--- config.mk ---
export PLATFORM = sky130hd
export DESIGN_NAME = pcf_top
export DESIGN_NICKNAME = d
export VERILOG_FILES = /design/src/hw/pcf_pkg.sv /design/src/hw/pcf_top.sv
export SDC_FILE = /design/constraint.sdc
export NUM_CORES = 1
export LEC_CHECK = 0
export ABC_AREA = 1
export BUFFER_PORTS_ARGS = -buffer_cell sky130_fd_sc_hd__buf_2
export CAP_MARGIN = 30
export CELL_PAD_IN_SITES_DETAIL_PLACEMENT = 1
export CELL_PAD_IN_SITES_GLOBAL_PLACEMENT = 2
export CORE_MARGIN = 5
export CORE_UTILIZATION = 26
export CTS_CLUSTER_DIAMETER = 40
export DETAILED_ROUTE_END_ITERATION = 7
export PLACE_DENSITY = 0.89
export SLEW_MARGIN = 20
export SYNTH_ARGS = -nofsm -noshare
export SYNTH_HDL_FRONTEND = slang
export SYNTH_SLANG_ARGS = --single-unit
--- constraint.sdc ---
create_clock -name core_clk_i -period 2 [get_ports core_clk_i]
set_input_delay 0.6 -clock core_clk_i [delete_from_list [all_inputs] [get_ports core_clk_i]]
set_output_delay 0.6 -clock core_clk_i [all_outputs]
set_load 0.03 [all_outputs]
--- src/hw/pcf_pkg.sv ---
// Constants for the PLL configuration and status flag block
package pcf_pkg;
    // Register indices; the byte address on the bus is four times the index
    localparam logic [9:0] IDX_MULT    = 10'h034;
    localparam logic [9:0] IDX_REF_DIVIDER  = 10'h035;
    localparam logic [9:0] IDX_OUTPUT_DIVIDER = 10'h036;
    localparam logic [9:0] IDX_FLAGS   = 10'h037;
    localparam logic [9:0] IDX_IRQEN   = 10'h038;
    localparam logic [9:0] IDX_CLKSEL  = 10'h039;
    localparam logic [9:0] IDX_OSCCTL  = 10'h2FA;
    localparam logic [9:0] IDX_GUARD   = 10'h2FB;
    localparam int         ADDR_W      = 12;

    // Field positions
    localparam int MULT_LSB     = 0;
    localparam int MULT_W       = 6;
    localparam int GAIN_LSB     = 6;
    localparam int REF_DIVIDER_LSB   = 0;
    localparam int REF_DIVIDER_W     = 4;
    localparam int FILT_LSB     = 6;
    localparam int OUTPUT_DIVIDER_LSB  = 0;
    localparam int OUTPUT_DIVIDER_W    = 5;
    localparam int FLG_TIMEOUT  = 7;
    localparam int FLG_POWERON  = 6;
    localparam int FLG_BROWNOUT = 5;
    localparam int FLG_LOCKCHG  = 4;
    localparam int FLG_LOCK     = 3;
    localparam int FLG_BADADDR  = 2;
    localparam int FLG_OSCCHG   = 1;
    localparam int FLG_OSCOK    = 0;
    localparam int CLKSEL_BIT   = 7;
    localparam int OSCEN_BIT    = 7;
    localparam int GUARD_BIT    = 0;

    // Reset values
    localparam logic [7:0] RST_MULT    = 8'h00;
    localparam logic [7:0] RST_REF_DIVIDER  = 8'h00;
    localparam logic [7:0] RST_OUTPUT_DIVIDER = 8'h00;
    localparam logic [7:0] RST_IRQEN   = 8'h00;
    localparam logic       RST_CLKSEL  = 1'b1;
    localparam logic       RST_OSCEN   = 1'b0;
    localparam logic       RST_GUARD   = 1'b0;

    // Fixed ratios and masks
    localparam logic [5:0] UNLOCK_DIV  = 6'h04;
    localparam logic [1:0] FILT_LOW    = 2'h0;
    localparam logic [7:0] IRQ_SRC_MSK = 8'h92;
    localparam logic [1:0] RESP_OKAY   = 2'h0;
    localparam logic [1:0] RESP_SLVERR = 2'h2;
endpackage

--- src/hw/pcf_top.sv ---
// PLL configuration registers, clock/reset status flags and AXI4-Lite slave
//
// The AXI4-Lite interface to the registers was chosen for this implementation.
`timescale 1ns/1ps
`default_nettype none
module pcf_top
(
    input  wire logic        core_clk_i,
    input  wire logic        rst_n_i,
    input  wire logic        por_n_i,
    // AXI4-Lite slave
    input  wire logic [11:0] s_axi_awaddr_i,
    input  wire logic        s_axi_awvalid_i,
    output logic             s_axi_awready_o,
    input  wire logic [31:0] s_axi_wdata_i,
    input  wire logic [3:0]  s_axi_wstrb_i,
    input  wire logic        s_axi_wvalid_i,
    output logic             s_axi_wready_o,
    output logic [1:0]       s_axi_bresp_o,
    output logic             s_axi_bvalid_o,
    input  wire logic        s_axi_bready_i,
    input  wire logic [11:0] s_axi_araddr_i,
    input  wire logic        s_axi_arvalid_i,
    output logic             s_axi_arready_o,
    output logic [31:0]      s_axi_rdata_o,
    output logic [1:0]       s_axi_rresp_o,
    output logic             s_axi_rvalid_o,
    input  wire logic        s_axi_rready_i,
    // Events and analog status
    input  wire logic        pll_lock_i,
    input  wire logic        osc_qualified_i,
    input  wire logic        periodic_timeout_i,
    input  wire logic        brownout_event_i,
    input  wire logic        bad_address_event_i,
    input  wire logic        full_stop_i,
    // PLL settings
    output logic [5:0]       loop_multiplier_o,
    output logic [1:0]       vco_gain_range_o,
    output logic [3:0]       ref_divider_o,
    output logic [1:0]       filter_range_o,
    output logic [4:0]       output_divider_o,
    output logic             ext_osc_enable_o,
    output logic             loop_clock_select_o,
    output logic [7:0]       vco_ratio_o,
    output logic [4:0]       ref_ratio_o,
    output logic [5:0]       out_ratio_o,
    output logic             pll_restart_o,
    output logic             irq_o
);
    // Register state
    logic [7:0] mult_q, ref_divider_q, output_divider_q, irqen_q;
    logic       clksel_q, oscen_q, guard_q;
    logic       tmo_q, por_q, lvr_q, lkchg_q, lock_q, ila_q, oschg_q, oscok_q;
    logic       lock_d, oscok_d, clksel_d;

    // Bus channel state
    logic        aw_full_q, w_full_q;
    logic [11:0] aw_addr_q;
    logic [7:0]  w_data_q;
    logic        w_lane_q;
    logic        bvalid_q, rvalid_q;
    logic [1:0]  bresp_q, rresp_q;
    logic [31:0] rdata_q;

    // Synchronisers for the analog status inputs
    logic [1:0] lock_sync_q, osc_sync_q;
    logic       lock_last_q, osc_last_q;

    logic sys_rst;
    assign sys_rst = !rst_n_i || !por_n_i;

    // Write decode
    wire        wr_fire   = aw_full_q && w_full_q && !bvalid_q;
    wire [9:0]  wr_idx    = aw_addr_q[11:2];
    wire        wr_byte   = wr_fire && w_lane_q;
    wire        wr_mult   = wr_byte && wr_idx == pcf_pkg::IDX_MULT;
    wire        wr_ref_divider = wr_byte && wr_idx == pcf_pkg::IDX_REF_DIVIDER;
    wire        wr_post   = wr_byte && wr_idx == pcf_pkg::IDX_OUTPUT_DIVIDER;
    wire        wr_flags  = wr_byte && wr_idx == pcf_pkg::IDX_FLAGS;
    wire        wr_irqen  = wr_byte && wr_idx == pcf_pkg::IDX_IRQEN;
    wire        wr_clksel = wr_byte && wr_idx == pcf_pkg::IDX_CLKSEL;
    wire        wr_oscctl = wr_byte && wr_idx == pcf_pkg::IDX_OSCCTL;
    wire        wr_guard  = wr_byte && wr_idx == pcf_pkg::IDX_GUARD;
    wire        cfg_open  = !guard_q && clksel_q;
    wire        mult_take = wr_mult && cfg_open;
    wire        ref_take  = wr_ref_divider && cfg_open;
    wire        post_take = wr_post && clksel_q;
    wire        loop_clr  = mult_take || ref_take;
    wire [7:0]  w1c       = wr_flags ? w_data_q : 8'h00;

    function automatic logic map_hit(input logic [9:0] idx);
        map_hit = idx == pcf_pkg::IDX_MULT   || idx == pcf_pkg::IDX_REF_DIVIDER ||
                  idx == pcf_pkg::IDX_OUTPUT_DIVIDER|| idx == pcf_pkg::IDX_FLAGS  ||
                  idx == pcf_pkg::IDX_IRQEN  || idx == pcf_pkg::IDX_CLKSEL ||
                  idx == pcf_pkg::IDX_OSCCTL || idx == pcf_pkg::IDX_GUARD;
    endfunction

    // Channel handshakes
    assign s_axi_awready_o = !aw_full_q;
    assign s_axi_wready_o  = !w_full_q;
    assign s_axi_arready_o = !rvalid_q;
    assign s_axi_bvalid_o  = bvalid_q;
    assign s_axi_bresp_o   = bresp_q;
    assign s_axi_rvalid_o  = rvalid_q;
    assign s_axi_rresp_o   = rresp_q;
    assign s_axi_rdata_o   = rdata_q;

    always_ff @(posedge core_clk_i)
    begin
        if (sys_rst)
        begin
            aw_full_q <= 1'b0;
            aw_addr_q <= 12'h000;
        end
        else if (s_axi_awvalid_i && !aw_full_q)
        begin
            aw_full_q <= 1'b1;
            aw_addr_q <= s_axi_awaddr_i;
        end
        else if (s_axi_bvalid_o && s_axi_bready_i)
        begin
            aw_full_q <= 1'b0;
        end
    end

    always_ff @(posedge core_clk_i)
    begin
        if (sys_rst)
        begin
            w_full_q <= 1'b0;
            w_data_q <= 8'h00;
            w_lane_q <= 1'b0;
        end
        else if (s_axi_wvalid_i && !w_full_q)
        begin
            w_full_q <= 1'b1;
            w_data_q <= s_axi_wdata_i[7:0];
            w_lane_q <= s_axi_wstrb_i[0];
        end
        else if (s_axi_bvalid_o && s_axi_bready_i)
        begin
            w_full_q <= 1'b0;
        end
    end

    // Blocked writes still answer OKAY; only an unmapped address errs
    always_ff @(posedge core_clk_i)
    begin
        if (sys_rst)
        begin
            bvalid_q <= 1'b0;
            bresp_q  <= pcf_pkg::RESP_OKAY;
        end
        else if (wr_fire)
        begin
            bvalid_q <= 1'b1;
            bresp_q  <= map_hit(wr_idx) ? pcf_pkg::RESP_OKAY : pcf_pkg::RESP_SLVERR;
        end
        else if (s_axi_bready_i)
        begin
            bvalid_q <= 1'b0;
        end
    end

    // Read mux
    wire [9:0] rd_idx = s_axi_araddr_i[11:2];
    wire [7:0] flags_rd = {tmo_q, por_q, lvr_q, lkchg_q, lock_q, ila_q, oschg_q, oscok_q};
    logic [7:0] rd_byte;
    assign rd_byte =
        rd_idx == pcf_pkg::IDX_MULT    ? mult_q :
        rd_idx == pcf_pkg::IDX_REF_DIVIDER  ? ref_divider_q :
        rd_idx == pcf_pkg::IDX_OUTPUT_DIVIDER ? output_divider_q :
        rd_idx == pcf_pkg::IDX_FLAGS   ? flags_rd :
        rd_idx == pcf_pkg::IDX_IRQEN   ? irqen_q :
        rd_idx == pcf_pkg::IDX_CLKSEL  ? 8'(clksel_q) << pcf_pkg::CLKSEL_BIT :
        rd_idx == pcf_pkg::IDX_OSCCTL  ? 8'(oscen_q) << pcf_pkg::OSCEN_BIT :
        rd_idx == pcf_pkg::IDX_GUARD   ? 8'(guard_q) << pcf_pkg::GUARD_BIT : 8'h00;

    always_ff @(posedge core_clk_i)
    begin
        if (sys_rst)
        begin
            rvalid_q <= 1'b0;
            rdata_q  <= 32'h0000_0000;
            rresp_q  <= pcf_pkg::RESP_OKAY;
        end
        else if (s_axi_arvalid_i && !rvalid_q)
        begin
            rvalid_q <= 1'b1;
            rdata_q  <= {24'h00_0000, rd_byte};
            rresp_q  <= map_hit(rd_idx) ? pcf_pkg::RESP_OKAY : pcf_pkg::RESP_SLVERR;
        end
        else if (s_axi_rready_i)
        begin
            rvalid_q <= 1'b0;
        end
    end

    // Configuration registers
    always_ff @(posedge core_clk_i)
    begin
        if (sys_rst)
        begin
            mult_q    <= pcf_pkg::RST_MULT;
            ref_divider_q  <= pcf_pkg::RST_REF_DIVIDER;
            output_divider_q <= pcf_pkg::RST_OUTPUT_DIVIDER;
            irqen_q   <= pcf_pkg::RST_IRQEN;
            oscen_q   <= pcf_pkg::RST_OSCEN;
            guard_q   <= pcf_pkg::RST_GUARD;
        end
        else
        begin
            if (mult_take)
                mult_q <= w_data_q;
            if (ref_take)
                ref_divider_q <= w_data_q & 8'hCF;
            if (post_take)
                output_divider_q <= w_data_q & 8'h1F;
            if (wr_irqen)
                irqen_q <= w_data_q & pcf_pkg::IRQ_SRC_MSK;
            if (wr_oscctl && !guard_q)
                oscen_q <= w_data_q[pcf_pkg::OSCEN_BIT];
            if (wr_guard)
                guard_q <= w_data_q[pcf_pkg::GUARD_BIT];
        end
    end

    // PLL select may drop only with a qualified oscillator; losing it forces the PLL
    always_comb
    begin
        clksel_d = clksel_q;
        if (wr_clksel && !guard_q)
            clksel_d = w_data_q[pcf_pkg::CLKSEL_BIT];
        if (!oscok_d)
            clksel_d = 1'b1;
    end

    // Analog status crossing: first stage feeds only the second
    always_ff @(posedge core_clk_i)
    begin
        if (sys_rst)
        begin
            lock_sync_q <= 2'b00;
            osc_sync_q  <= 2'b00;
            lock_last_q <= 1'b0;
            osc_last_q  <= 1'b0;
        end
        else
        begin
            lock_sync_q <= {lock_sync_q[0], pll_lock_i};
            osc_sync_q  <= {osc_sync_q[0], osc_qualified_i};
            lock_last_q <= lock_sync_q[1];
            osc_last_q  <= osc_sync_q[1];
        end
    end

    wire lock_rise = lock_sync_q[1] && !lock_last_q;
    wire lock_fall = !lock_sync_q[1] && lock_last_q;
    wire osc_rise  = osc_sync_q[1] && !osc_last_q;
    wire osc_fall  = !osc_sync_q[1] && osc_last_q;

    // Status bits follow input edges so a cleared bit waits for a fresh lock/qualify
    always_comb
    begin
        lock_d = lock_q;
        if (lock_rise)
            lock_d = 1'b1;
        if (lock_fall || loop_clr)
            lock_d = 1'b0;
        oscok_d = oscok_q;
        if (osc_rise)
            oscok_d = 1'b1;
        if (osc_fall || loop_clr || full_stop_i)
            oscok_d = 1'b0;
    end

    always_ff @(posedge core_clk_i)
    begin
        if (sys_rst)
        begin
            lock_q   <= 1'b0;
            oscok_q  <= 1'b0;
            clksel_q <= pcf_pkg::RST_CLKSEL;
        end
        else
        begin
            lock_q   <= lock_d;
            oscok_q  <= oscok_d;
            clksel_q <= clksel_d;
        end
    end

    // Event flags: set term ORed last so it wins over a write-one clear
    always_ff @(posedge core_clk_i)
    begin
        if (sys_rst)
        begin
            tmo_q   <= 1'b0;
            lkchg_q <= 1'b0;
            oschg_q <= 1'b0;
        end
        else
        begin
            tmo_q   <= (tmo_q && !w1c[pcf_pkg::FLG_TIMEOUT]) || periodic_timeout_i;
            lkchg_q <= (lkchg_q && !w1c[pcf_pkg::FLG_LOCKCHG])
                       || (lock_d != lock_q);
            oschg_q <= (oschg_q && !w1c[pcf_pkg::FLG_OSCCHG])
                       || (oscok_d != oscok_q);
        end
    end

    // Reset-cause flags see only power-on reset, never system reset
    always_ff @(posedge core_clk_i)
    begin
        if (!por_n_i)
        begin
            por_q <= 1'b1;
            lvr_q <= 1'b1;
            ila_q <= 1'b0;
        end
        else
        begin
            por_q <= por_q && !w1c[pcf_pkg::FLG_POWERON];
            lvr_q <= (lvr_q && !w1c[pcf_pkg::FLG_BROWNOUT]) || brownout_event_i;
            ila_q <= (ila_q && !w1c[pcf_pkg::FLG_BADADDR]) || bad_address_event_i;
        end
    end

    // Derived ratios for the analog loop, registered
    wire [7:0] vco_ratio_d = {mult_q[pcf_pkg::MULT_LSB +: pcf_pkg::MULT_W] + 6'h01 == 6'h00,
                              6'(mult_q[pcf_pkg::MULT_LSB +: pcf_pkg::MULT_W] + 6'h01), 1'b0};
    wire [4:0] ref_divider_p1   = {1'b0, ref_divider_q[pcf_pkg::REF_DIVIDER_LSB +: pcf_pkg::REF_DIVIDER_W]} + 5'h01;
    wire [5:0] output_divider_p1  = {1'b0, output_divider_q[pcf_pkg::OUTPUT_DIVIDER_LSB +: pcf_pkg::OUTPUT_DIVIDER_W]}
                             + 6'h01;

    always_ff @(posedge core_clk_i)
    begin
        if (sys_rst)
        begin
            vco_ratio_o    <= 8'h02;
            ref_ratio_o    <= 5'h01;
            out_ratio_o    <= pcf_pkg::UNLOCK_DIV;
            filter_range_o <= pcf_pkg::FILT_LOW;
            pll_restart_o  <= 1'b0;
            irq_o          <= 1'b0;
        end
        else
        begin
            vco_ratio_o    <= vco_ratio_d;
            ref_ratio_o    <= oscen_q ? ref_divider_p1 : 5'h01;
            out_ratio_o    <= lock_q ? output_divider_p1 : pcf_pkg::UNLOCK_DIV;
            filter_range_o <= oscen_q ? ref_divider_q[pcf_pkg::FILT_LSB +: 2]
                                      : pcf_pkg::FILT_LOW;
            pll_restart_o  <= loop_clr;
            irq_o          <= |(flags_rd & irqen_q & pcf_pkg::IRQ_SRC_MSK);
        end
    end

    // Raw fields; gain and filter codes are software's responsibility
    assign loop_multiplier_o   = mult_q[pcf_pkg::MULT_LSB +: pcf_pkg::MULT_W];
    assign vco_gain_range_o    = mult_q[pcf_pkg::GAIN_LSB +: 2];
    assign ref_divider_o       = ref_divider_q[pcf_pkg::REF_DIVIDER_LSB +: pcf_pkg::REF_DIVIDER_W];
    assign output_divider_o    = output_divider_q[pcf_pkg::OUTPUT_DIVIDER_LSB +: pcf_pkg::OUTPUT_DIVIDER_W];
    assign ext_osc_enable_o    = oscen_q;
    assign loop_clock_select_o = clksel_q;
endmodule
`default_nettype wire

== Word-level counts from Yosys, hierarchy flattened ==
Index checks and enable logic that the tools add are counted.
Operators by class
  add/subtract/negate cells: 3
  multiply operators: 0
  div/mod/pow operators: 0
  magnitude comparators: 0
  eq/ne operators: 18
  shift-type cells: 0
  mux-type cells: 22
  bitwise logic cells: 4
  reduce and logical (&&, ||, !) cells: 81
Operators by type and width (count)
  $eq 10x6->1 const B: 12
  $mux 8: 8
  $eq 10x10->1 const B: 4
  $logic_and 1x1->1: 31
  $logic_or 1x1->1: 24
  $logic_not 1->1: 17
  $mux 1: 12
  $and 8x8->8: 1
  $reduce_bool 2->1: 4
  $add 5x1->6 const B: 1
  $add 6x1->6 const B: 1
  $logic_not 6->1: 1
  $reduce_or 2->1: 3
  $add 4x1->5 const B: 1
  $mux 2: 2
  $not 1->1: 3
  $reduce_or 3->1: 1
  $ne 1x1->1: 2
Word-level totals
  bits in registers: 99
  latch bits: 0
  RAM bits: 0
  bits in read-only memories: 0
  bits of input ports: 74
  output and inout port bits: 83
  word-level logic and storage cells: 164
  memories: 0

== Depth between registers and ports, before layout ==
Gate-level depths: netlist (run 1).
  word-level depth: 11
  gate-level depth with buffers: 12
  mapped depth without buffers: 12

== Worst setup path after synthesis (run 1) ==
No wires, ideal clock.
  path kind: input port to flip-flop
  from: input port s_axi_araddr_i[7]
  to: register rdata_q[4] (netlist: s_axi_rdata_o[4])
  library setup time: 0.109 ns
  arrival: 1.518 ns
  data required time: 1.891 ns
  path slack: 0.373 ns
  stages on the path: 9
  path buffers: 0
  path through: nand2_1 -> nor3_4 -> nand2_1 -> nor2_1 -> a21oi_1 -> nand2_1 -> nand3_1 -> nand2_1 -> inv_1
Between the ends
  word-level cells in the longest chain between the ends: 7
  elaborated cells on any way between the ends: 12
  classes of those cells: eq/ne: 6; mux: 6
Ends and longest elaborated chain
  start, declared: line pcf_top.sv:22  | input wire logic [11:0] s_axi_araddr_i,
  $eq 10x6->1: line pcf_top.sv:175  | rd_idx == pcf_pkg::IDX_CLKSEL ? 8'(clksel_q) << pcf_pkg::CLKSEL_BIT :
  $mux 8: line pcf_top.sv:175
  $mux 8: line pcf_top.sv:174  | rd_idx == pcf_pkg::IDX_IRQEN ? irqen_q :
  $mux 8: line pcf_top.sv:173  | rd_idx == pcf_pkg::IDX_FLAGS ? flags_rd :
  $mux 8: line pcf_top.sv:172  | rd_idx == pcf_pkg::IDX_OUTPUT_DIVIDER ? output_divider_q :
  $mux 8: line pcf_top.sv:171  | rd_idx == pcf_pkg::IDX_REF_DIVIDER ? ref_divider_q :
  $mux 8 *: line pcf_top.sv:170  | rd_idx == pcf_pkg::IDX_MULT ? mult_q :
  end signal, assigned: line pcf_top.sv:190  | rdata_q <= {24'h00_0000, rd_byte};
  end, declared: line pcf_top.sv:63  | logic [31:0] rdata_q;
Every way passes the cells marked *; elsewhere a longest branch is shown, timed or not.
A chain may end at the register's enable or synchronous reset.

== Final worst setup path (run 1) ==
  from: register mult_q[4]
  to: output port loop_multiplier_o[4]
RTL lines
  start, declared: line pcf_top.sv:51  | logic [7:0] mult_q, ref_divider_q, output_divider_q, irqen_q;
  start signal, assigned: line pcf_top.sv:204  | mult_q <= pcf_pkg::RST_MULT;
  start signal, assigned: line pcf_top.sv:214  | mult_q <= w_data_q;
  end, declared: line pcf_top.sv:37  | output logic [5:0] loop_multiplier_o,
No word-level cell between the ends.

==> results of run 1 <==
==> power by group <==
part	internal, mW	leakage (nW)	switching, mW
Sequential	1.90	0.761	0.0170
Combinational	0.0884	1.33	0.235
Clock	0.992	0.141	0.722
Total	2.98	2.23	0.974
==> state kept, by name (all words and copies together), names as in the netlist, 2 cells and up <==
register and cells:
s_axi_rdata_o 8, irqen_q 3, filter_range_o 2, vco_ratio_o 7, aw_addr_q 10, w_data_q 8, ref_divider_q 6, osc_sync_q 2
output_divider_q 5, ref_ratio_o 5, mult_q 8, lock_sync_q 2, out_ratio_o 6
==> per-stage QoR <==
stage | power [mW] | hold slack (ps) | area, um^2 | std cells | worst slack [ps]
after CTS | 4.02 | 417 | 5130 | 881 | 260
after global routing | 4.14 | 436 | 5130 | 881 | 126
after global placement | 2.28 | 398 | 4840 | 866 | 133
final | 3.96 | 413 | 5130 | 881 | 281
after detailed placement | 2.29 | 407 | 4840 | 866 | 123
after floorplan | 2.21 | 394 | 4260 | 582 | 373
==> metal layers <==
metal  wire length [um]  global-route usage [%]  vias up
li1                   -                       -     1963
met1               5770                    17.6     1736
met2               5990                    22.6       94
met3                686                    2.57       13
met4                226                    6.16        0
met5                  0                       0        -
==> final cells by class <==
| class | count | area share (%) |
|---|---|---|
| sequential | 94 | 36.7 |
| multi-input combinational | 368 | 34.9 |
| timing repair buffer | 113 | 12.0 |
| inverter | 75 | 5.49 |
| tap | 216 | 5.27 |
| clock buffer | 11 | 4.73 |
| clock inverter | 4 | 0.927 |
==> path summary, 6_finish.rpt <==
kind / cells past startpoint / slack [ps] / startpoint / endpoint
max: 1 / 280 / mult_q[4]$_SDFFE_PP0P_ / loop_multiplier_o[4]
min: 2 / 410 / osc_sync_q[0]$_SDFF_PP0_ / osc_sync_q[1]$_SDFF_PP0_
max reg2reg: 9 / 330 / w_full_q$_SDFFE_PP0P_ / oschg_q$_SDFF_PP0_
min reg2reg: 2 / 410 / osc_sync_q[0]$_SDFF_PP0_ / osc_sync_q[1]$_SDFF_PP0_
==> cells in the mapped netlist (all sizes together) <==
cell and count:
a21oi 51, o221ai 1, inv 75, conb 1, nand3 34, nor3 10, o21a 2, a31oi 2
or2 1, and3b 1, and2 1, o211ai 3, xnor2 2, xor2 2, o2111ai 1, a211oi 9
buf 33, nand2 75, clkbuf 12, o21ai 53, nor4 2, dfxtp 94, and3 1, ha 3
nor2 75, nand4 12
==> cell families after synthesis <==
logic type	share of synthesized area, %
other cells	0.0901
fa+ha+maj	0.902
compound gates	16.0
xor+xnor	0.842
flops	45.2
buf+inv	14.2
simple gates	22.8
==> summary.md, run 1 <==
| Metric | Value |
|---|---|
| Crit start category | `register` |
| Ant diodes | `0` |
| IO Pins | `157` |
| Slowest-stage cell, CP | `dfxtp_1` |
| PD cells | `771 mW/mm^2` |
| GPL Wtd Cong | `0.794` |
| Gate Count Post-Synth | `556` |
| Die Y-Extent | `137 um` |
| Worst-margin pin slew | `539 ps` |
| Slew HR | `63.7%` |
| Final Hold Viols | `0` |
| CP Class | `register to output port` |
| IO Port Bufs | `98` |
| Slew Limit Fails | `0` |
| Final core utilization | `32.5%` |
| Max frequency | `582 MHz` |
| Number of global-route vias before repair | `3762` |
| Post-route ant nets | `0` |
| CP Buf/Inv Count | `1` |
| Core ar. | `0.0158 mm^2` |
| Initial core utilization | `26.4%` |
| Endpoints failing setup | `0` |
| Die ar. | `0.0186 mm^2` |
| Die W | `137 um` |
| Post-synthesis cell area | `0.00416 mm^2` |
| Clock slew seen by the registers of the worst setup and hold paths | `60 ps` |
| Hold Crit Class | `register to register` |
| Synthesis-to-layout area growth | `23.2%` |
| Register area | `0.00188 mm^2` |
| Final Cycle Share | `85.9%` |
| CTS Sinks | `94` |
| Setup TNS | `0 ps` |
| Clock Skew | `7.27 ps` |
| First-pass GRT wire length | `19600 um` |
| Worst path top cell family by delay | `flip-flops` |
| Multi-input logic area | `0.00179 mm^2` |
| Commonest non-fill, non-tap cell in the layout | `buf_2` |
| Worst path max stage delay | `510 ps` |
| Post-CTS resize count | `0` |
| Layout cell share with drive strength beyond 1 | `20.8%` |
| Synth unique cells | `33` |
| Top cell type's share of synthesized area | `45.2%` |
| Clock Latency Late Sink | `350 ps` |
| DRT Wirelength | `12700 um` |
| DP HPWL | `9960 um` |
| Drc violations | `0` |
| Antenna violations before repair | `0` |
| Pre-antenna DRT Iters | `6` |
| TritonCTS clock tree | `yes` |
| Yosys warning count | `0` |
| Max Cap Viol | `0` |
| Mapped Avg Cell Area | `7.49 um^2` |
| Req. time, crit path | `1400 ps` |
| Routed via count | `3806` |
| Pin count of the biggest net entering global routing | `45` |
| Static leakage | `2.23 nW` |
| FP Rows | `46` |
| Yosys top cell by area | `dfxtp_1` |
| Filler cell count in the final layout | `2015` |
| Crit-path cells | `buf_2` |
| Largest cells by area after synthesis | `dfxtp_1 45%, inv_1 6.8%, nand2_1 6.8%, nor2_1 6.4%, o21ai_0 6.4%` |
| Critical path arrival | `1120 ps` |
| #FFs+latches synth | `94` |
| Total GRT Usage | `13.8%` |
| CTS HTree Levels | `3` |
| Fin crit period | `1720 ps` |
| Post-detailed-route wirelength per cell | `14.4 um` |
| Commonest non-fill, non-tap cells in the layout | `98 x buf_2, 94 x dfxtp_1, 75 x inv_1, 75 x nand2_1, 71 x nor2_1` |
| Worst-case vdd ir drop | `0.443 mV` |
| RSZ-0062 raised after global routing | `no` |
| Outcome | `completed` |
| Worst setup EP type | `output port` |
| CP max FO | `5` |
| Global route overflow | `0` |
| DR iter-0 viols | `148` |
| Routed vias/inst | `4.32` |
| CTS hold repair buffers | `0` |
| Root buffer cell | `clkbuf_16` |
| Number of post-CTS setup repair buffers | `0` |
| Fin nets | `738` |
| Max clock buf depth | `2` |
| TritonCTS Buffers | `9` |
| Sequential share of the synthesized area | `45.2%` |
No activity file was read; power rests on OpenSTA's default activity.
==> run 2: changes to the inputs <==
--- a/config.mk
+++ b/config.mk
@@ -10,9 +10,9 @@
 export CAP_MARGIN = 30
 export CELL_PAD_IN_SITES_DETAIL_PLACEMENT = 1
 export CELL_PAD_IN_SITES_GLOBAL_PLACEMENT = 2
-export CORE_MARGIN = 5
 export CORE_UTILIZATION = 26
 export CTS_CLUSTER_DIAMETER = 40
+export CTS_CLUSTER_SIZE = 20
 export DETAILED_ROUTE_END_ITERATION = 7
 export PLACE_DENSITY = 0.89
 export SLEW_MARGIN = 20
==> run 2 against run 1 <==
Net effect: setup slack got worse by 7.0 ps; first-iteration DRC count rose by 14%; critical path depth did not move.
==> summary.md, run 2 (same netlist as run 1, synthesis figures left out) <==
| Metric | Value |
|---|---|
| Outcome | `completed (unchanged)` |
| CTS Sinks | `94 (unchanged)` |
| CP max FO | `6 (was 5)` |
| CP Buf/Inv Count | `1 (unchanged)` |
| Routed via count | `3872 (was 3806)` |
| Post-route ant nets | `0 (unchanged)` |
| Crit-path cells | `buf_2 (unchanged)` |
| FP Rows | `45 (was 46)` |
| TritonCTS clock tree | `yes (unchanged)` |
| Pre-antenna DRT Iters | `4 (was 6)` |
| Final core utilization | `33.2% (was 32.5%)` |
| Routed vias/inst | `4.43 (was 4.32)` |
| Top reg by flops | `aw_addr_q (unchanged)` |
| Static leakage | `2.22 nW (was 2.23 nW)` |
| DRT Wirelength | `12800 um (was 12700 um)` |
| Worst-case vdd ir drop | `0.461 mV (was 0.443 mV)` |
| Fin nets | `735 (was 738)` |
| Max frequency | `579 MHz (was 582 MHz)` |
| Antenna violations before repair | `0 (unchanged)` |
| Worst path top cell family by delay | `flip-flops (unchanged)` |
| Req. time, crit path | `1400 ps (about the same)` |
| Worst path max stage delay | `510 ps (about the same)` |
| GPL Wtd Cong | `0.805 (was 0.794)` |
| Crit start category | `register (unchanged)` |
| Number of global-route vias before repair | `3937 (was 3762)` |
| Die W | `129 um (was 137 um)` |
| Synthesis-to-layout area growth | `22.9% (was 23.2%)` |
| Filler cell count in the final layout | `1986 (was 2015)` |
| Slowest-stage cell, CP | `dfxtp_1 (unchanged)` |
| Commonest non-fill, non-tap cells in the layout | `98 x buf_2, 94 x dfxtp_1, 75 x inv_1, 75 x nand2_1, 71 x nor2_1 (unchanged)` |
| IO Pins | `157 (unchanged)` |
| Hold Crit Class | `register to register (unchanged)` |
| Critical path arrival | `1130 ps (was 1120 ps)` |
| Post-CTS resize count | `0 (unchanged)` |
| RSZ-0062 raised after global routing | `no (unchanged)` |
| TritonCTS Buffers | `9 (unchanged)` |
| Drc violations | `0 (unchanged)` |
| Pin count of the biggest net entering global routing | `45 (unchanged)` |
| Multi-input logic area | `0.00179 mm^2 (unchanged)` |
| Core ar. | `0.0154 mm^2 (was 0.0158 mm^2)` |
| Slew HR | `61.4% (was 63.7%)` |
| First-pass GRT wire length | `20100 um (was 19600 um)` |
| Clock Latency Late Sink | `350 ps (about the same)` |
| Clock slew seen by the registers of the worst setup and hold paths | `70 ps (was 60 ps)` |
| Die ar. | `0.0165 mm^2 (was 0.0186 mm^2)` |
| Layout cell share with drive strength beyond 1 | `20.7% (was 20.8%)` |
| CTS hold repair buffers | `0 (unchanged)` |
| Die Y-Extent | `129 um (was 137 um)` |
| Final Cycle Share | `86.3% (was 85.9%)` |
| Max clock buf depth | `2 (unchanged)` |
| Initial core utilization | `27.0% (was 26.4%)` |
| Fin Hold WS | `410 ps (was 413 ps)` |
| Worst setup EP type | `output port (unchanged)` |
| Register area | `0.00188 mm^2 (unchanged)` |
| Dpl ws | `53.6 ps (was 123 ps)` |
| CP Class | `register to output port (unchanged)` |
| Max Cap Viol | `0 (unchanged)` |
| Post-detailed-route wirelength per cell | `14.7 um (was 14.4 um)` |
| IO Port Bufs | `98 (unchanged)` |
| Fin crit period | `1730 ps (was 1720 ps)` |
| Worst setup margin | `274 ps (was 281 ps)` |
| Final Hold Viols | `0 (unchanged)` |
| Worst-margin pin slew | `576 ps (was 539 ps)` |
| DR iter-0 viols | `168 (was 148)` |
| Total power | `3.93 mW (was 3.96 mW)` |
| Global route overflow | `0 (unchanged)` |
| Slew Limit Fails | `0 (unchanged)` |
| Clock Skew | `6.34 ps (was 7.27 ps)` |
| Setup TNS | `0 ps (unchanged)` |
| Commonest non-fill, non-tap cell in the layout | `buf_2 (unchanged)` |
| Endpoints failing setup | `0 (unchanged)` |
| Root buffer cell | `clkbuf_16 (unchanged)` |
| PD cells | `767 mW/mm^2 (was 771 mW/mm^2)` |
| Total GRT Usage | `15.9% (was 13.8%)` |
| Max reg flops | `10 (unchanged)` |
| DP HPWL | `10100 um (was 9960 um)` |
| CTS HTree Levels | `3 (unchanged)` |
| Ant diodes | `0 (unchanged)` |
| Number of post-CTS setup repair buffers | `0 (unchanged)` |
==> run 2: area by class of cell <==
| class | count | share of cell area, % |
|---|---|---|
| Clock inverter | 4 | 0.562 |
| Inverter | 75 | 5.50 |
| Clock buffer | 12 | 5.21 |
| Multi-Input combinational cell | 368 | 35.0 |
| Sequential cell | 94 | 36.8 |
| Tap cell | 211 | 5.16 |
| Timing Repair Buffer | 110 | 11.8 |
==> run 2: per-stage QoR <==
step                      instances  cell area, um^2
after floorplan                 582             4260
after global placement          858             4820
after detailed placement        858             4820
after CTS                       874             5120
after global routing            874             5120
final                           874             5120
==> run 2: metal layers <==
| layer | vias to the layer above | global-route usage (%) | wire length, um |
|---|---|---|---|
| met5 | - | 0 | 0 |
| met4 | 0 | 6.51 | 201 |
| met3 | 13 | 2.45 | 447 |
| met2 | 73 | 28.0 | 6280 |
| met1 | 1817 | 19.3 | 5890 |
| li1 | 1969 | - | - |
==> run 2: worst min-delay path: cells and delay by family (launching register included) <==
family / cells / cell delay (ps)
buf+inv: 1 / 40
flops: 1 / 300
simple gates: 1 / 30
==> run 2: report_power, final <==
group	leakage [nW]	switching [mW]	internal, mW
clock network	0.141	0.733	0.947
logic	1.32	0.238	0.0884
registers	0.761	0.0180	1.90
==> run 2: path summary, 6_finish.rpt <==
check | start | end | slack (ps) | cells past startpoint
worst max register to register | aw_full_q$_SDFFE_PP0P_ | oschg_q$_SDFF_PP0_ | 320 | 9
worst min-delay path | osc_sync_q[0]$_SDFF_PP0_ | osc_sync_q[1]$_SDFF_PP0_ | 410 | 2
worst min register to register | osc_sync_q[0]$_SDFF_PP0_ | osc_sync_q[1]$_SDFF_PP0_ | 410 | 2
worst max-delay path | mult_q[3]$_SDFFE_PP0P_ | loop_multiplier_o[3] | 270 | 1
==> run 3: changes to the inputs <==
--- a/config.mk
+++ b/config.mk
@@ -6,14 +6,14 @@
 export NUM_CORES = 1
 export LEC_CHECK = 0
 export ABC_AREA = 1
-export BUFFER_PORTS_ARGS = -buffer_cell sky130_fd_sc_hd__buf_2
 export CAP_MARGIN = 30
 export CELL_PAD_IN_SITES_DETAIL_PLACEMENT = 1
 export CELL_PAD_IN_SITES_GLOBAL_PLACEMENT = 2
-export CORE_UTILIZATION = 26
+export CORE_UTILIZATION = 34
 export CTS_CLUSTER_DIAMETER = 40
 export CTS_CLUSTER_SIZE = 20
 export DETAILED_ROUTE_END_ITERATION = 7
+export DONT_BUFFER_PORTS = 1
 export PLACE_DENSITY = 0.89
 export SLEW_MARGIN = 20
 export SYNTH_ARGS = -nofsm -noshare
==> run 3 against run 2 <==
Net effect: setup slack gained 78 ps; fmax up 4.7%; critical path depth up 7; combinational power down 20%; final area shrank 10%; sequential share of layout area increased by 4.2 points; clock-buffer cell count unchanged; non-clock buffer count decreased by 91; sequential cell count unchanged; clock skew down 1.2 ps; core utilization grew 5.2 points; largest cell class unchanged.
==> summary.md, run 3 (same netlist as run 1, synthesis figures left out) <==
| Metric | Value |
|---|---|
| Outcome | `completed (unchanged)` |
| Hold Crit Class | `primary input to register (was register to register)` |
| RR Startpoint | `aw_addr_q[8]$_SDFFE_PP0P_ (was aw_full_q$_SDFFE_PP0P_)` |
| Routed vias/inst | `4.99 (was 4.43)` |
| Critical path arrival | `1870 ps (was 1130 ps)` |
| Total GRT Usage | `19.4% (was 15.9%)` |
| CP startpoint | `aw_addr_q[8]$_SDFFE_PP0P_ (was mult_q[3]$_SDFFE_PP0P_)` |
| CTS Sinks | `94 (unchanged)` |
| Drc violations | `0 (unchanged)` |
| Initial core utilization | `34.8% (was 27.0%)` |
| Core ar. | `0.0120 mm^2 (was 0.0154 mm^2)` |
| Layout cell share with drive strength beyond 1 | `7.87% (was 20.7%)` |
| Die W | `113 um (was 129 um)` |
| Fin nets | `644 (was 735)` |
| Int Pwr | `2.99 mW (was 2.94 mW)` |
| Setup TNS | `0 ps (unchanged)` |
| Antenna violations before repair | `0 (unchanged)` |
| Number of post-CTS setup repair buffers | `0 (unchanged)` |
| Post-route cell area | `0.00459 mm^2 (was 0.00512 mm^2)` |
| Pre-antenna DRT Iters | `4 (unchanged)` |
| Max frequency | `607 MHz (was 579 MHz)` |
| Top reg by flops | `aw_addr_q (unchanged)` |
| Max clock buf depth | `2 (unchanged)` |
| Number of global-route vias before repair | `3549 (was 3937)` |
| Synthesis-to-layout area growth | `10.3% (was 22.9%)` |
| IO Pins | `157 (unchanged)` |
| Crit start category | `register (unchanged)` |
| Total power | `3.94 mW (was 3.93 mW)` |
| DRT Wirelength | `11700 um (was 12800 um)` |
| CP max FO | `10 (was 6)` |
| Clock Skew | `5.12 ps (was 6.34 ps)` |
| Final Cycle Share | `82.4% (was 86.3%)` |
| Static leakage | `1.81 nW (was 2.22 nW)` |
| Setup crit end | `ref_divider_q[6]$_SDFFE_PP0P_ (was loop_multiplier_o[3])` |
| Req. time, crit path | `2230 ps (was 1400 ps)` |
| TritonCTS Buffers | `9 (unchanged)` |
| R2R cell count | `8 (was 9)` |
| Worst-case vdd ir drop | `0.380 mV (was 0.461 mV)` |
| Fin crit period | `1650 ps (was 1730 ps)` |
| Worst setup margin | `352 ps (was 274 ps)` |
| Sw frac | `24.1% (was 25.2%)` |
| DP HPWL | `8960 um (was 10100 um)` |
| PD cells | `858 mW/mm^2 (was 767 mW/mm^2)` |
| Max Cap Viol | `0 (unchanged)` |
| Global route overflow | `0 (unchanged)` |
| First-pass GRT wire length | `18800 um (was 20100 um)` |
| Clock network fraction of design power | `44.5% (was 42.8%)` |
| CTS hold repair buffers | `0 (unchanged)` |
| Commonest non-fill, non-tap cell in the layout | `dfxtp_1 (was buf_2)` |
| Root buffer cell | `clkbuf_16 (unchanged)` |
| Slew Limit Fails | `0 (unchanged)` |
| FP Rows | `40 (was 45)` |
| Pin count of the biggest net entering global routing | `45 (unchanged)` |
| Die ar. | `0.0127 mm^2 (was 0.0165 mm^2)` |
| Combinational fraction of design power | `6.6% (was 8.3%)` |
| Endpoints failing setup | `0 (unchanged)` |
| RSZ-0062 raised after global routing | `no (unchanged)` |
| CTS HTree Levels | `3 (unchanged)` |
| Ant diodes | `0 (unchanged)` |
| Routed via count | `3585 (was 3872)` |
| Proportion of power drawn by flip-flops and latches | `49.0% (was 48.9%)` |
| Final Hold Viols | `0 (unchanged)` |
| IO Port Bufs | `0 (was 98)` |
| Max reg flops | `10 (unchanged)` |
| Placed inst area | `0.00429 mm^2 (was 0.00482 mm^2)` |
| Post-detailed-route wirelength per cell | `16.2 um (was 14.7 um)` |
| Post-route ant nets | `0 (unchanged)` |
| Post-CTS resize count | `0 (unchanged)` |
| CP Class | `register to register (was register to output port)` |
| GPL Wtd Cong | `0.817 (was 0.805)` |
| DR iter-0 viols | `192 (was 168)` |
| Reg2Reg Setup Slack | `350 ps (was 320 ps)` |
| Dpl ws | `105 ps (was 53.6 ps)` |
| Commonest non-fill, non-tap cells in the layout | `94 x dfxtp_1, 75 x inv_1, 75 x nand2_1, 71 x nor2_1, 53 x o21ai_0 (was 98 x buf_2, 94 x dfxtp_1, 75 x inv_1, 75 x nand2_1, 71 x nor2_1)` |
| Reg-to-reg endpoint | `ref_divider_q[6]$_SDFFE_PP0P_ (was oschg_q$_SDFF_PP0_)` |
| Clock slew seen by the registers of the worst setup and hold paths | `60 ps (was 70 ps)` |
| Worst setup EP type | `register (was output port)` |
| Psw | `949 uW (was 988 uW)` |
| TritonCTS clock tree | `yes (unchanged)` |
| Clock Latency Late Sink | `340 ps (was 350 ps)` |
| Worst-margin pin slew | `585 ps (was 576 ps)` |
| Slew HR | `60.9% (was 61.4%)` |
| Die Y-Extent | `113 um (was 129 um)` |
-- run 3: cell count changes in the layout (fill, tap and decap cells not counted) --
cell        delta
clkinv_2       +2
bufinv_16      +1
buf_2         -98
clkbuf_1       +1
clkinvlp_4     -2
buf_4          +8
clkbuf_8       -1
inv_6          -1
buf_12         -1
-- run 3: final cells by class --
cell class,count,area (um^2)
Multi-Input combinational cell,368,1790
Timing Repair Buffer,19,155
Tap cell,147,184
Inverter,75,282
Fill cell,1492,7370
Clock buffer,12,256
Sequential cell,94,1880
Clock inverter,4,45.0
-- run 3: critical path, cell delays in order (launching register included) --
cell     delay (ps)
dfxtp_1         300
inv_1            80
nand2_1          60
nor2_1          210
nand2_1         150
nor2_1          230
nand2_1         240
o21ai_0         220
a21oi_1          50
-- run 3: worst min-delay path by stage --
| stage | start | end | slack [ps] | cells after the start |
|---|---|---|---|---|
| floorplan | lock_sync_q[0]$_SDFF_PP0_ | lock_sync_q[1]$_SDFF_PP0_ | 390 | 2 |
| global placement | osc_sync_q[0]$_SDFF_PP0_ | osc_sync_q[1]$_SDFF_PP0_ | 400 | 2 |
| detailed placement | osc_sync_q[0]$_SDFF_PP0_ | osc_sync_q[1]$_SDFF_PP0_ | 400 | 2 |
| CTS | por_n_i | por_q$_SDFF_PN1_ | 310 | 1 |
| global route | por_n_i | por_q$_SDFF_PN1_ | 310 | 1 |
| finish | por_n_i | por_q$_SDFF_PN1_ | 320 | 1 |
-- run 3: metal layers --
layer	global-route usage [%]	share of wire, %	routed length [um]	vias up
met5	0	0	0	-
met1	24.5	45	5270	1700
met2	32.2	48	5540	98
li1	-	-	-	1773
met3	4.54	5.7	669	14
met4	6.84	1.5	176	0
-- run 3: per-stage QoR --
step	hold slack, ps	cells	utilization, %
after detailed placement	402	703	35.9
final	323	719	38.4
after global placement	401	703	35.9
after CTS	314	719	38.4
after global routing	312	719	38.4
after floorplan	394	582	-
-- run 3: power groups by stage --
stage                     Combinational, mW  Sequential [mW]  Clock, mW
final                                 0.260             1.93       1.75
after global routing                  0.292             1.93       1.88
after CTS                             0.262             1.93       1.80
after detailed placement              0.261             1.97          0
after global placement                0.255             1.97          0
after floorplan                       0.241             1.97          0
